--- config.mk ---
export PLATFORM = sky130hd
export DESIGN_NAME = coa_top
export DESIGN_NICKNAME = d
export VERILOG_FILES = /design/src/verilog/coa_pkg.sv /design/src/verilog/coa_top.sv
export SDC_FILE = /design/constraint.sdc
export NUM_CORES = 2
export LEC_CHECK = 0
export BUFFER_PORTS_ARGS = -buffer_cell sky130_fd_sc_hd__buf_2
export CAP_MARGIN = 20
export CORE_MARGIN = 10
export CORE_UTILIZATION = 60
export CTS_CLUSTER_DIAMETER = 30
export DETAILED_ROUTE_END_ITERATION = 8
export PLACE_DENSITY = 0.75
export SYNTH_ARGS = -nofsm -noshare
export SYNTH_HDL_FRONTEND = slang
export SYNTH_SLANG_ARGS = --single-unit
--- constraint.sdc ---
create_clock -name clk -period 24.7 [get_ports clk]
set_input_delay 2.47 -clock clk [delete_from_list [all_inputs] [get_ports clk]]
set_output_delay 2.47 -clock clk [all_outputs]
set_load 0.03 [all_outputs]
--- src/verilog/coa_pkg.sv ---
package coa_pkg;
  localparam int NUM_PLL = 3;
  localparam int NUM_OUT = 7;
  localparam int NUM_IND = 4;
  localparam int PPS_PLL = 2;
  localparam int OUT_CASCADE_SRC = 6;
  localparam int OUT_CASCADE_DST = 5;
  localparam int SEL_W = 2;
  localparam int PH_W = 16;
  localparam int CNT_W = 16;
  localparam int DIV_W = 16;
  localparam int ADDR_W = 8;
  localparam int DATA_W = 32;

  // register offsets
  localparam logic [7:0] REG_CTRL = 8'h00;
  localparam logic [7:0] REG_PPS_THR = 8'h04;
  localparam logic [7:0] REG_PPS_CNT = 8'h08;
  localparam logic [7:0] REG_MASK = 8'h0C;
  localparam logic [7:0] REG_STICKY = 8'h10;
  localparam logic [7:0] REG_LIVE = 8'h14;
  localparam logic [7:0] REG_XPOINT = 8'h18;
  localparam logic [7:0] REG_OUT_DIS = 8'h1C;
  localparam logic [7:0] REG_OUT_MODE = 8'h20;
  localparam logic [7:0] REG_DIV0 = 8'h24;
  localparam logic [7:0] REG_PHASE = 8'h40;
  localparam logic [7:0] REG_PWR = 8'h44;
  localparam logic [7:0] REG_BOOT = 8'h48;

  // control bits
  localparam int CTRL_PPS_MODE = 0;
  localparam int CTRL_LOL_DIS = 1;
  localparam int CTRL_XLOS_KEEP = 2;
  localparam int CTRL_HARD_RST = 3;
  localparam int CTRL_CASCADE = 4;

  localparam logic [DATA_W-1:0] BOOT_KEY = 32'hB007_5EED;
  localparam logic [SEL_W-1:0] XPOINT_RST = 2'h0;
  localparam logic [DIV_W-1:0] DIV_RST = 16'h0001;
  // output 6 ceiling while cascading, in Hz
  localparam int CASCADE_MAX_HZ = 33_500_000;

  // status indicators per pll: los, oof, lol, hold
  typedef struct packed {
    logic [NUM_PLL-1:0] signal_loss_alarm;
    logic [NUM_PLL-1:0] oof;
    logic [NUM_PLL-1:0] lock_loss_alarm;
    logic [NUM_PLL-1:0] hold;
  } coa_status_t;

  typedef struct packed {
    logic [NUM_OUT-1:0] true_pin;
    logic [NUM_OUT-1:0] comp_pin;
  } coa_clk_out_t;
endpackage

--- src/verilog/coa_top.sv ---
`timescale 1ns/1ps
module coa_top #(
  parameter int NUM_PLL = coa_pkg::NUM_PLL,
  parameter int NUM_OUT = coa_pkg::NUM_OUT
) (
  input wire logic clk,
  input wire logic sys_rst,
  input wire logic [coa_pkg::ADDR_W-1:0] reg_addr,
  input wire logic [coa_pkg::DATA_W-1:0] reg_wdata,
  input wire logic reg_wr,
  input wire logic reg_rd,
  output logic [coa_pkg::DATA_W-1:0] reg_rdata,
  input wire logic [coa_pkg::DATA_W-1:0] nvm_word,
  input wire logic nvm_valid,
  output logic nvm_load_done,
  input wire logic [coa_pkg::PH_W-1:0] pps_phase_err,
  input wire coa_pkg::coa_status_t status_raw,
  input wire logic crystal_ref_loss_alarm,
  input wire logic output_gate_pin_n,
  input wire logic reset_pin_n,
  input wire logic boot_mode_select_n,
  input wire logic [NUM_PLL-1:0] pll_clk,
  output coa_pkg::coa_clk_out_t clk_out,
  output logic interrupt_out_n,
  output logic pps_pll_lock_loss_pin,
  output logic bootloader_active,
  output logic [coa_pkg::PH_W-1:0] pps_phase_offset,
  output logic [NUM_PLL+NUM_OUT+NUM_PLL-1:0] power_down,
  output logic cascade_active
);
  localparam int IW = 4 * NUM_PLL;

  // pin synchronisers
  // reset and boot pins rest high, so they leave reset at their idle level;
  // a low reset value would look like a reset-pin release and could enter boot mode
  localparam logic [NUM_PLL+4+IW-1:0] SYNC_IDLE = {{(NUM_PLL+2){1'b0}}, 2'h3, {IW{1'b0}}};
  logic [NUM_PLL+4+IW-1:0] sync1_q, sync2_q;
  always_ff @(posedge clk or posedge sys_rst) begin
    if (sys_rst) begin
      sync1_q <= SYNC_IDLE;
      sync2_q <= SYNC_IDLE;
    end else begin
      sync1_q <= {pll_clk, crystal_ref_loss_alarm, output_gate_pin_n, reset_pin_n,
                  boot_mode_select_n, status_raw};
      sync2_q <= sync1_q;
    end
  end
  logic [NUM_PLL-1:0] pclk;
  logic xlos, gate_n, rpin_n, bootpin_n;
  coa_pkg::coa_status_t st;
  assign {pclk, xlos, gate_n, rpin_n, bootpin_n, st} = sync2_q;

  // registers
  logic [4:0] ctrl_q;
  logic [2*coa_pkg::PH_W-1:0] thr_q;
  logic [2*coa_pkg::CNT_W-1:0] cnt_cfg_q;
  logic [IW-1:0] mask_q, sticky_q, live_prev_q;
  logic [coa_pkg::SEL_W*NUM_OUT-1:0] xp_q;
  logic [NUM_OUT-1:0] odis_q, rest_q, async_q, inv_q;
  logic [coa_pkg::DIV_W-1:0] div_cfg_q [NUM_OUT];
  logic [coa_pkg::PH_W-1:0] phase_q;
  logic [2*NUM_PLL+NUM_OUT-1:0] pwr_q;
  logic boot_q, rpin_prev_q, loading_q;
  logic [3:0] load_idx_q;
  logic pps_lol_q;

  wire pps_mode = ctrl_q[coa_pkg::CTRL_PPS_MODE];
  // writes are dropped during preload so the stored defaults are never half overwritten
  wire wr_ok = reg_wr & ~loading_q;

  // default load from nonvolatile store before normal operation
  // three words in fixed order: crosspoint, control with mask, output modes
  // nvm preload
  always_ff @(posedge clk or posedge sys_rst) begin
    if (sys_rst) begin
      loading_q <= 1'b1;
      load_idx_q <= '0;
    end else if (loading_q && nvm_valid) begin
      load_idx_q <= load_idx_q + 4'h1;
      if (load_idx_q == 4'h2) loading_q <= 1'b0;
    end
  end
  assign nvm_load_done = ~loading_q;

  always_ff @(posedge clk or posedge sys_rst) begin
    if (sys_rst) begin
      xp_q <= {NUM_OUT{coa_pkg::XPOINT_RST}};
    end else if (loading_q && nvm_valid && load_idx_q == 4'h0) begin
      xp_q <= nvm_word[coa_pkg::SEL_W*NUM_OUT-1:0];
    end else if (wr_ok && reg_addr == coa_pkg::REG_XPOINT) begin
      xp_q <= reg_wdata[coa_pkg::SEL_W*NUM_OUT-1:0];
    end
  end

  always_ff @(posedge clk or posedge sys_rst) begin
    if (sys_rst) begin
      ctrl_q <= '0;
      thr_q <= '0;
      cnt_cfg_q <= '0;
      mask_q <= '0;
      odis_q <= '0;
      rest_q <= '0;
      async_q <= '0;
      inv_q <= '0;
      phase_q <= '0;
      pwr_q <= '0;
    end else if (loading_q && nvm_valid && load_idx_q == 4'h1) begin
      ctrl_q <= nvm_word[4:0];
      mask_q <= nvm_word[31:32-IW];
    end else if (loading_q && nvm_valid && load_idx_q == 4'h2) begin
      {async_q, inv_q, rest_q} <= nvm_word[3*NUM_OUT-1:0];
    end else if (wr_ok) begin
      case (reg_addr)
        coa_pkg::REG_CTRL: ctrl_q <= reg_wdata[4:0];
        coa_pkg::REG_PPS_THR: thr_q <= reg_wdata;
        coa_pkg::REG_PPS_CNT: cnt_cfg_q <= reg_wdata;
        coa_pkg::REG_MASK: mask_q <= reg_wdata[IW-1:0];
        coa_pkg::REG_OUT_DIS: odis_q <= reg_wdata[NUM_OUT-1:0];
        coa_pkg::REG_OUT_MODE: {async_q, inv_q, rest_q} <= reg_wdata[3*NUM_OUT-1:0];
        coa_pkg::REG_PHASE: phase_q <= reg_wdata[coa_pkg::PH_W-1:0];
        coa_pkg::REG_PWR: pwr_q <= reg_wdata[2*NUM_PLL+NUM_OUT-1:0];
        default: ;
      endcase
    end
  end

  // divider config held at known value under reset
  genvar g;
  generate
    for (g = 0; g < NUM_OUT; g++) begin : g_divcfg
      always_ff @(posedge clk or posedge sys_rst) begin
        if (sys_rst) begin
          div_cfg_q[g] <= coa_pkg::DIV_RST;
        end else if (wr_ok && reg_addr == coa_pkg::REG_DIV0 + 8'(4 * g)) begin
          div_cfg_q[g] <= reg_wdata[coa_pkg::DIV_W-1:0];
        end
      end
    end
  endgenerate

  // pps lock monitor
  logic [coa_pkg::CNT_W-1:0] raise_cnt_q, clear_cnt_q;
  wire [coa_pkg::PH_W-1:0] raise_thr = thr_q[2*coa_pkg::PH_W-1:coa_pkg::PH_W];
  wire [coa_pkg::PH_W-1:0] clear_thr = thr_q[coa_pkg::PH_W-1:0];
  wire [coa_pkg::CNT_W-1:0] raise_need = cnt_cfg_q[2*coa_pkg::CNT_W-1:coa_pkg::CNT_W];
  wire [coa_pkg::CNT_W-1:0] clear_need = cnt_cfg_q[coa_pkg::CNT_W-1:0];
  // phase error arrives on this clock from the pll core, no sync needed
  // phase thresholds
  wire over_raise = pps_phase_err > raise_thr;
  wire under_clear = pps_phase_err < clear_thr;
  // the alarm starts raised, so lock must be proven before the pin clears
  // consecutive counters
  always_ff @(posedge clk or posedge sys_rst) begin
    if (sys_rst) begin
      raise_cnt_q <= '0;
      clear_cnt_q <= '0;
      pps_lol_q <= 1'b1;
    end else if (!pps_mode) begin
      raise_cnt_q <= '0;
      clear_cnt_q <= '0;
      pps_lol_q <= 1'b1;
    end else begin
      raise_cnt_q <= (over_raise && !pps_lol_q) ? raise_cnt_q + 1'b1 : '0;
      clear_cnt_q <= (under_clear && pps_lol_q) ? clear_cnt_q + 1'b1 : '0;
      if (!pps_lol_q && over_raise && raise_cnt_q + 1'b1 >= raise_need) pps_lol_q <= 1'b1;
      if (pps_lol_q && under_clear && clear_cnt_q + 1'b1 >= clear_need) pps_lol_q <= 1'b0;
    end
  end
  assign pps_pll_lock_loss_pin = pps_mode & pps_lol_q;

  // status live/sticky
  logic [IW-1:0] live, excl;
  always_comb begin
    live = st;
    excl = '0;
    if (pps_mode) begin
      for (int k = 0; k < 4; k++) excl[k*NUM_PLL+coa_pkg::PPS_PLL] = 1'b1;
    end
  end
  wire [IW-1:0] change = (live ^ live_prev_q) & ~excl;
  always_ff @(posedge clk or posedge sys_rst) begin
    if (sys_rst) begin
      live_prev_q <= '0;
      sticky_q <= '0;
    end else begin
      live_prev_q <= live;
      sticky_q <= (sticky_q & ~((wr_ok && reg_addr == coa_pkg::REG_STICKY) ?
                   reg_wdata[IW-1:0] : '0)) | change;
    end
  end
  // registered so the pin cannot glitch while sticky and mask bits change together
  // active low interrupt; held till cleared; masking
  logic int_n_q;
  always_ff @(posedge clk or posedge sys_rst) begin
    if (sys_rst) int_n_q <= 1'b1;
    else int_n_q <= ~|(sticky_q & ~mask_q & ~excl);
  end
  assign interrupt_out_n = int_n_q;

  // bootloader entry
  // boot pin at reset release or key write
  always_ff @(posedge clk or posedge sys_rst) begin
    if (sys_rst) begin
      boot_q <= 1'b0;
      rpin_prev_q <= 1'b1;
    end else begin
      rpin_prev_q <= rpin_n;
      if (rpin_n && !rpin_prev_q && !bootpin_n) boot_q <= 1'b1;
      if (wr_ok && reg_addr == coa_pkg::REG_BOOT && reg_wdata == coa_pkg::BOOT_KEY)
        boot_q <= 1'b1;
    end
  end
  assign bootloader_active = boot_q;

  // holding every divider at zero restarts all outputs in phase
  // divider reset sources
  wire div_rst = loading_q | ~rpin_n | ctrl_q[coa_pkg::CTRL_HARD_RST];
  // output 6 shows as powered on power_down while it feeds output 5; its pin gating still follows pwr_q
  // cascade needs output 6 powered
  wire cascade = ctrl_q[coa_pkg::CTRL_CASCADE];
  assign cascade_active = cascade;
  always_comb begin
    power_down = pwr_q;
    if (cascade) power_down[NUM_PLL+coa_pkg::OUT_CASCADE_SRC] = 1'b0;
  end
  // the offset only means something in pps mode, so it reads zero otherwise
  assign pps_phase_offset = pps_mode ? phase_q : '0;

  // output dividers and gating
  logic [coa_pkg::DIV_W-1:0] div_cnt_q [NUM_OUT];
  logic [NUM_OUT-1:0] div_out_q, en_q, pclk_prev_q, tp_q, cp_q;
  logic [NUM_OUT-1:0] src_edge, want_en;
  logic [coa_pkg::SEL_W-1:0] sel [NUM_OUT];
  logic [NUM_OUT-1:0] phase_hold;
  always_comb begin
    for (int o = 0; o < NUM_OUT; o++) begin
      sel[o] = xp_q[coa_pkg::SEL_W*o +: coa_pkg::SEL_W];
      // an unused crosspoint code falls back to the first pll instead of an unknown clock
      if (sel[o] >= coa_pkg::SEL_W'(NUM_PLL)) begin
        sel[o] = '0;
      end
      src_edge[o] = pclk[sel[o]] & ~pclk_prev_q[o];
      // output 6 divider feeds output 5
      if (cascade && o == coa_pkg::OUT_CASCADE_DST)
        src_edge[o] = div_out_q[coa_pkg::OUT_CASCADE_SRC] & ~pclk_prev_q[o];
      // gate pin; register; crystal loss; lock loss
      want_en[o] = ~gate_n & ~odis_q[o] & ~pwr_q[NUM_PLL+o]
                   & ~(xlos & ~ctrl_q[coa_pkg::CTRL_XLOS_KEEP])
                   & ~(ctrl_q[coa_pkg::CTRL_LOL_DIS] & ~pps_mode & st.lock_loss_alarm[sel[o]]);
      // hold pps outputs while phase offset not yet reached
      phase_hold[o] = pps_mode && sel[o] == coa_pkg::SEL_W'(coa_pkg::PPS_PLL)
                      && div_cnt_q[o] < phase_q[coa_pkg::DIV_W-1:0] && div_out_q[o] == 1'b0;
    end
  end

  generate
    for (g = 0; g < NUM_OUT; g++) begin : g_out
      always_ff @(posedge clk or posedge sys_rst) begin
        if (sys_rst) begin
          div_cnt_q[g] <= '0;
          div_out_q[g] <= 1'b0;
          pclk_prev_q[g] <= 1'b0;
        end else begin
          pclk_prev_q[g] <= (cascade && g == coa_pkg::OUT_CASCADE_DST) ?
                            div_out_q[coa_pkg::OUT_CASCADE_SRC] : pclk[sel[g]];
          if (div_rst) begin
            div_cnt_q[g] <= '0;
            div_out_q[g] <= 1'b0;
          end else if (src_edge[g] && !phase_hold[g]) begin
            if (div_cnt_q[g] + 1'b1 >= div_cfg_q[g]) begin
              div_cnt_q[g] <= '0;
              div_out_q[g] <= ~div_out_q[g];
            end else begin
              div_cnt_q[g] <= div_cnt_q[g] + 1'b1;
            end
          end else if (src_edge[g]) begin
            div_cnt_q[g] <= div_cnt_q[g] + 1'b1;
          end
        end
      end
      always_ff @(posedge clk or posedge sys_rst) begin
        if (sys_rst) begin
          en_q[g] <= 1'b0;
        end else if (want_en[g]) begin
          en_q[g] <= 1'b1;
        end else if (async_q[g]) begin
          en_q[g] <= 1'b0;
        end else if (div_out_q[g] == 1'b0) begin
          en_q[g] <= 1'b0;
        end
      end
      always_ff @(posedge clk or posedge sys_rst) begin
        if (sys_rst) begin
          tp_q[g] <= 1'b0;
          cp_q[g] <= 1'b0;
        end else if (en_q[g] && (want_en[g] || !async_q[g])) begin
          tp_q[g] <= div_out_q[g];
          cp_q[g] <= div_out_q[g] ^ inv_q[g];
        end else begin
          tp_q[g] <= rest_q[g];
          cp_q[g] <= rest_q[g] ^ inv_q[g];
        end
      end
    end
  endgenerate
  // pins come straight from flops; a gate-off cuts a level mid-cycle only with async_q set, synchronous ones wait for a low level; a gate-on never waits
  assign clk_out.true_pin = tp_q;
  assign clk_out.comp_pin = cp_q;

  // register reads
  // read data is zero outside its answer cycle, so a stale value is never taken
  always_ff @(posedge clk or posedge sys_rst) begin
    if (sys_rst) begin
      reg_rdata <= '0;
    end else if (reg_rd) begin
      case (reg_addr)
        coa_pkg::REG_CTRL: reg_rdata <= 32'(ctrl_q);
        coa_pkg::REG_PPS_THR: reg_rdata <= thr_q;
        coa_pkg::REG_PPS_CNT: reg_rdata <= cnt_cfg_q;
        coa_pkg::REG_MASK: reg_rdata <= 32'(mask_q);
        coa_pkg::REG_STICKY: reg_rdata <= 32'(sticky_q);
        coa_pkg::REG_LIVE: reg_rdata <= 32'({pps_lol_q, live});
        coa_pkg::REG_XPOINT: reg_rdata <= 32'(xp_q);
        coa_pkg::REG_OUT_DIS: reg_rdata <= 32'({en_q, odis_q});
        coa_pkg::REG_OUT_MODE: reg_rdata <= 32'({async_q, inv_q, rest_q});
        coa_pkg::REG_PHASE: reg_rdata <= 32'(phase_q);
        coa_pkg::REG_PWR: reg_rdata <= 32'(pwr_q);
        coa_pkg::REG_BOOT: reg_rdata <= 32'({nvm_load_done, boot_q});
        default: reg_rdata <= '0;
      endcase
    end else begin
      reg_rdata <= '0;
    end
  end
endmodule // coa_top
==> summary.md <==
| Metric | Value |
|---|---|
| Outcome | `finished, final reports clean` |
| Cell depth of the worst setup path | `4` |
| CTS tree | `done` |
| Hold path cells | `0` |
| Clk slew on worst S/H paths | `0.04 ns` |
| Layout cells sized above 1 | `0.200` |
| Ports | `roughly 190` |
| RSZ-0062 raised after global routing | `false` |
| GRT overflow | `0` |
| Reg2reg start | `div_cnt_q[80]` |
| Delay-heaviest family, CP | `buffers and inverters` |
| Synth top area cells | `dfrtp_1, ha_1, mux2_2, nand2_1, o21ai_0` |
| Ant diodes | `0` |
| Max FO, Critical Path | `14` |
| Worst Hold End | `sync2_q[6]` |
| Num rows | `83` |
| Max Cap Viol | `0` |
| Post-synth cell types | `82` |
| Seq pwr share | `0.328` |
| Mapped cell area | `roughly 31000 um2` |
| Antenna Violating Nets Remaining | `0` |
| Final core occ | `0.728` |
| Clock sink total | `546` |
| Die Area | `just over 60000 um2` |
| Clock Skews | `roughly 0.031 ns` |
| Largest net degree at the start of global routing | `between 150 and 200` |
| Crit path DAT | `2.45 ns` |
| Clock power share | `0.512` |
| Die Y-Extent | `248 um` |
| CTS Buf Count | `131` |
| P_sw | `roughly 0.0011 W` |
| FF+latch count, synth | `546` |
| Number of global-route vias before repair | `26500` |
| Critical path, cell by cell | `buf_4 > inv_2 > nor2_1 > buf_2` |
| Comb power frac | `0.161` |
| First-pass GRT wire length | `~160000 um` |
| # Post-CTS Setup Buffers | `0` |
| Setup violations, final | `0` |
| Cell-internal power | `around 0.0024 W` |
| Die width | `248 um` |
| Area Overhead vs Synth | `19.8%` |
| Worst EP required | `22.23 ns` |
| Ys flop type | `dfrtp_1` |
| Worst path buffer plus inverter count | `3` |
| Slew margin rel. | `0.268` |
| Routed WL | `105000 um` |
| Critical path type | `flop to primary output` |
| Area after DPL | `~33000 um2` |
| Detailed Route Iter0 Violations | `between 2000 and 3000` |
| Layout Nets | `3692` |
| DR DRC count | `0` |
| Post-Layout Inst Area | `37500 um2` |
| CTS root buffer | `clkbuf_16` |
| R2R Setup Slk | `20.26 ns` |
| Via count | `26200` |
| Router iterations before antenna repair | `7` |
| Delay of the slowest critical-path stage | `0.58 ns` |
| Wire length per cell | `25.9 um` |
| Reg2reg end | `div_cnt_q[92]` |
| EDFF count, synth | `0` |
| Count of input and output buffers | `191` |
| Cts hold-fix bufs | `0` |
| VDD IR-drop max | `0.0988 mV` |
| Post-CTS sizing | `0` |
| Maximum root-to-sink buffer count | `3` |
| Max Freq | `203 MHz` |
| Sw Ratio | `0.320` |
| Sequential cell area fraction in the yosys report | `0.437` |
| GRT Overall Usage | `0.333` |
| Synthesized instance count | `3063` |
| RePlAce Congestion | `roughly 1` |
| Setup TNS | `0 ns` |
| Clk_lat worst skew | `0.73 ns` |
| Critical path's slowest cell | `nor2_1` |
| Ys Warns | `0` |
| Final hold vios | `0` |
| Worst hold start | `sync1_q[6]` |
| Critical path startpoint category | `flop` |
| HPWL after detailed placement | `70700 um` |
| Tcrit/Tclk final | `0.199` |
| Initial antenna violation count | `4` |
| Core area | `just over 50000 um2` |
| Hold/Removal Path Class | `flop to flop` |
| Post-synth top area cell | `dfrtp_1` |
| Async SR Flop Fraction | `1.00` |
| Final slew viol count | `0` |
| Avg Inst Size Synth | `10.2 um2` |
| Htree depth | `4` |
| Worst slew pin tran | `1.10 ns` |
| Share of the synthesized area in the top cell type | `0.424` |
| Vias per std cell | `6.43` |
| FF-to-FF path depth | `13` |
| Leakage | `18.2 nW` |
| Final min period | `4.92 ns` |
| Pwr dens | `slightly above 90 nW/um2` |
| Post-synthesis net count | `3468` |
| Crit end category | `primary output` |
| Starting Density | `0.608` |
through the flow:
step                      worst slack (ns)  cells  hold WS (ns)  total power, W
after detailed placement             19.34   3828         0.335         0.00168
after global routing                 19.72   4076         0.329         0.00359
after global placement               19.44   3827         0.332         0.00166
final                                19.78   4076         0.332         0.00348
after CTS                            19.76   4070         0.330         0.00347
after floorplan                       6.99   3063         0.331         0.00146
cells in the final DEF, fill, tap and decap left out, types with 16 or more instances in the layout:
master     Yosys  layout
clkbuf_1      85      23
ha_1         293     293
nand4_1       42      42
nor2_1       186     180
o21ai_0      185     185
a22o_1        74      74
o21a_1        20      20
buf_4         24      34
a21oi_1      100     100
dfrtp_1      531     531
clkbuf_16      0     131
xor2_1        74      74
xnor2_1       84      84
a21o_1        21      21
a22oi_1       47      47
nand2b_1      16      16
buf_2         16     191
nor3_1        46      46
nand2_1      256     255
clkbuf_8       0      16
a211oi_1      35      35
a31oi_1       21      21
nand3_1       89      89
clkinv_2       0      19
mux2i_1       78      78
inv_1        226     225
nor2b_1       50      50
and3_1        33      33
mux2_2       163     163
final cells by class:
cell class                      count  area [um2]
Sequential cell                   546       13700
Multi-Input combinational cell   2150       16100
Clock buffer                      170        3580
Tap cell                          680         851
Fill cell                        3545       14000
Timing Repair Buffer              231        1350
Inverter                          227         860
Clock inverter                     72        1050
power by group through the flow:
stage	sequential [W]	combinational, W	clock (W)
2_1_floorplan	0.00109	0.000368	0
3_3_place_gp	0.00114	0.000517	0
3_5_place_dp	0.00114	0.000535	0
4_1_cts	0.00113	0.000547	0.00179
5_1_grt	0.00114	0.000603	0.00184
6_report	0.00114	0.000560	0.00178
synth_stat cells, types with 46 or more instances:
| cell type | number |
|---|---|
| inv_1 | 226 |
| nor2_1 | 186 |
| nand3_1 | 89 |
| o21ai_0 | 185 |
| nand2_1 | 256 |
| a22oi_1 | 47 |
| mux2i_1 | 78 |
| a22o_1 | 74 |
| nor2b_1 | 50 |
| a21oi_1 | 100 |
| clkbuf_1 | 85 |
| xor2_1 | 74 |
| nor3_1 | 46 |
| ha_1 | 293 |
| dfrtp_1 | 531 |
| xnor2_1 | 84 |
| mux2_2 | 163 |
cell families after synthesis:
family | after synthesis | share of synthesized area
AOI/OAI and AO/OA | 648 | 0.143
buffers and inverters | 367 | 0.0490
adders and majority gates | 293 | 0.117
and+or+nand+nor | 808 | 0.126
muxes | 243 | 0.0844
xor gates and xnor gates | 158 | 0.0442
DFF | 546 | 0.437
sequential cells by signal, indices dropped and copies added (netlist names), 13 cells and up:
| signal | flops |
|---|---|
| xp_q | 14 |
| sync2_q | 19 |
| raise_cnt_q | 16 |
| cnt_cfg_q | 32 |
| clear_cnt_q | 16 |
| pwr_q | 13 |
| clk_out | 14 |
| phase_q | 16 |
| sync1_q | 19 |
| reg_rdata | 32 |
| thr_q | 32 |
| div_cfg_q | 112 |
| div_cnt_q | 112 |
per-layer routing:
layer,wire length [um],track usage,up-vias
met2,46900,0.501,1485
li1,-,-,11400
met4,5430,0.175,2
met1,42200,0.437,12900
met5,11,0,-
met3,10900,0.0832,333
worst max path at each step:
stage | startpoint | endpoint | slack, ns
3_5_place_dp | sys_rst | div_cfg_q[69] | 19.34
3_3_place_gp | sys_rst | div_cnt_q[71] | 19.44
6_report | ctrl_q[0] | pps_pll_lock_loss_pin | 19.78
5_1_grt | ctrl_q[0] | pps_pll_lock_loss_pin | 19.72
2_1_floorplan | sys_rst | async_q[0] | 6.99
4_1_cts | ctrl_q[0] | pps_pll_lock_loss_pin | 19.76
(Power assumes the default switching activity.)
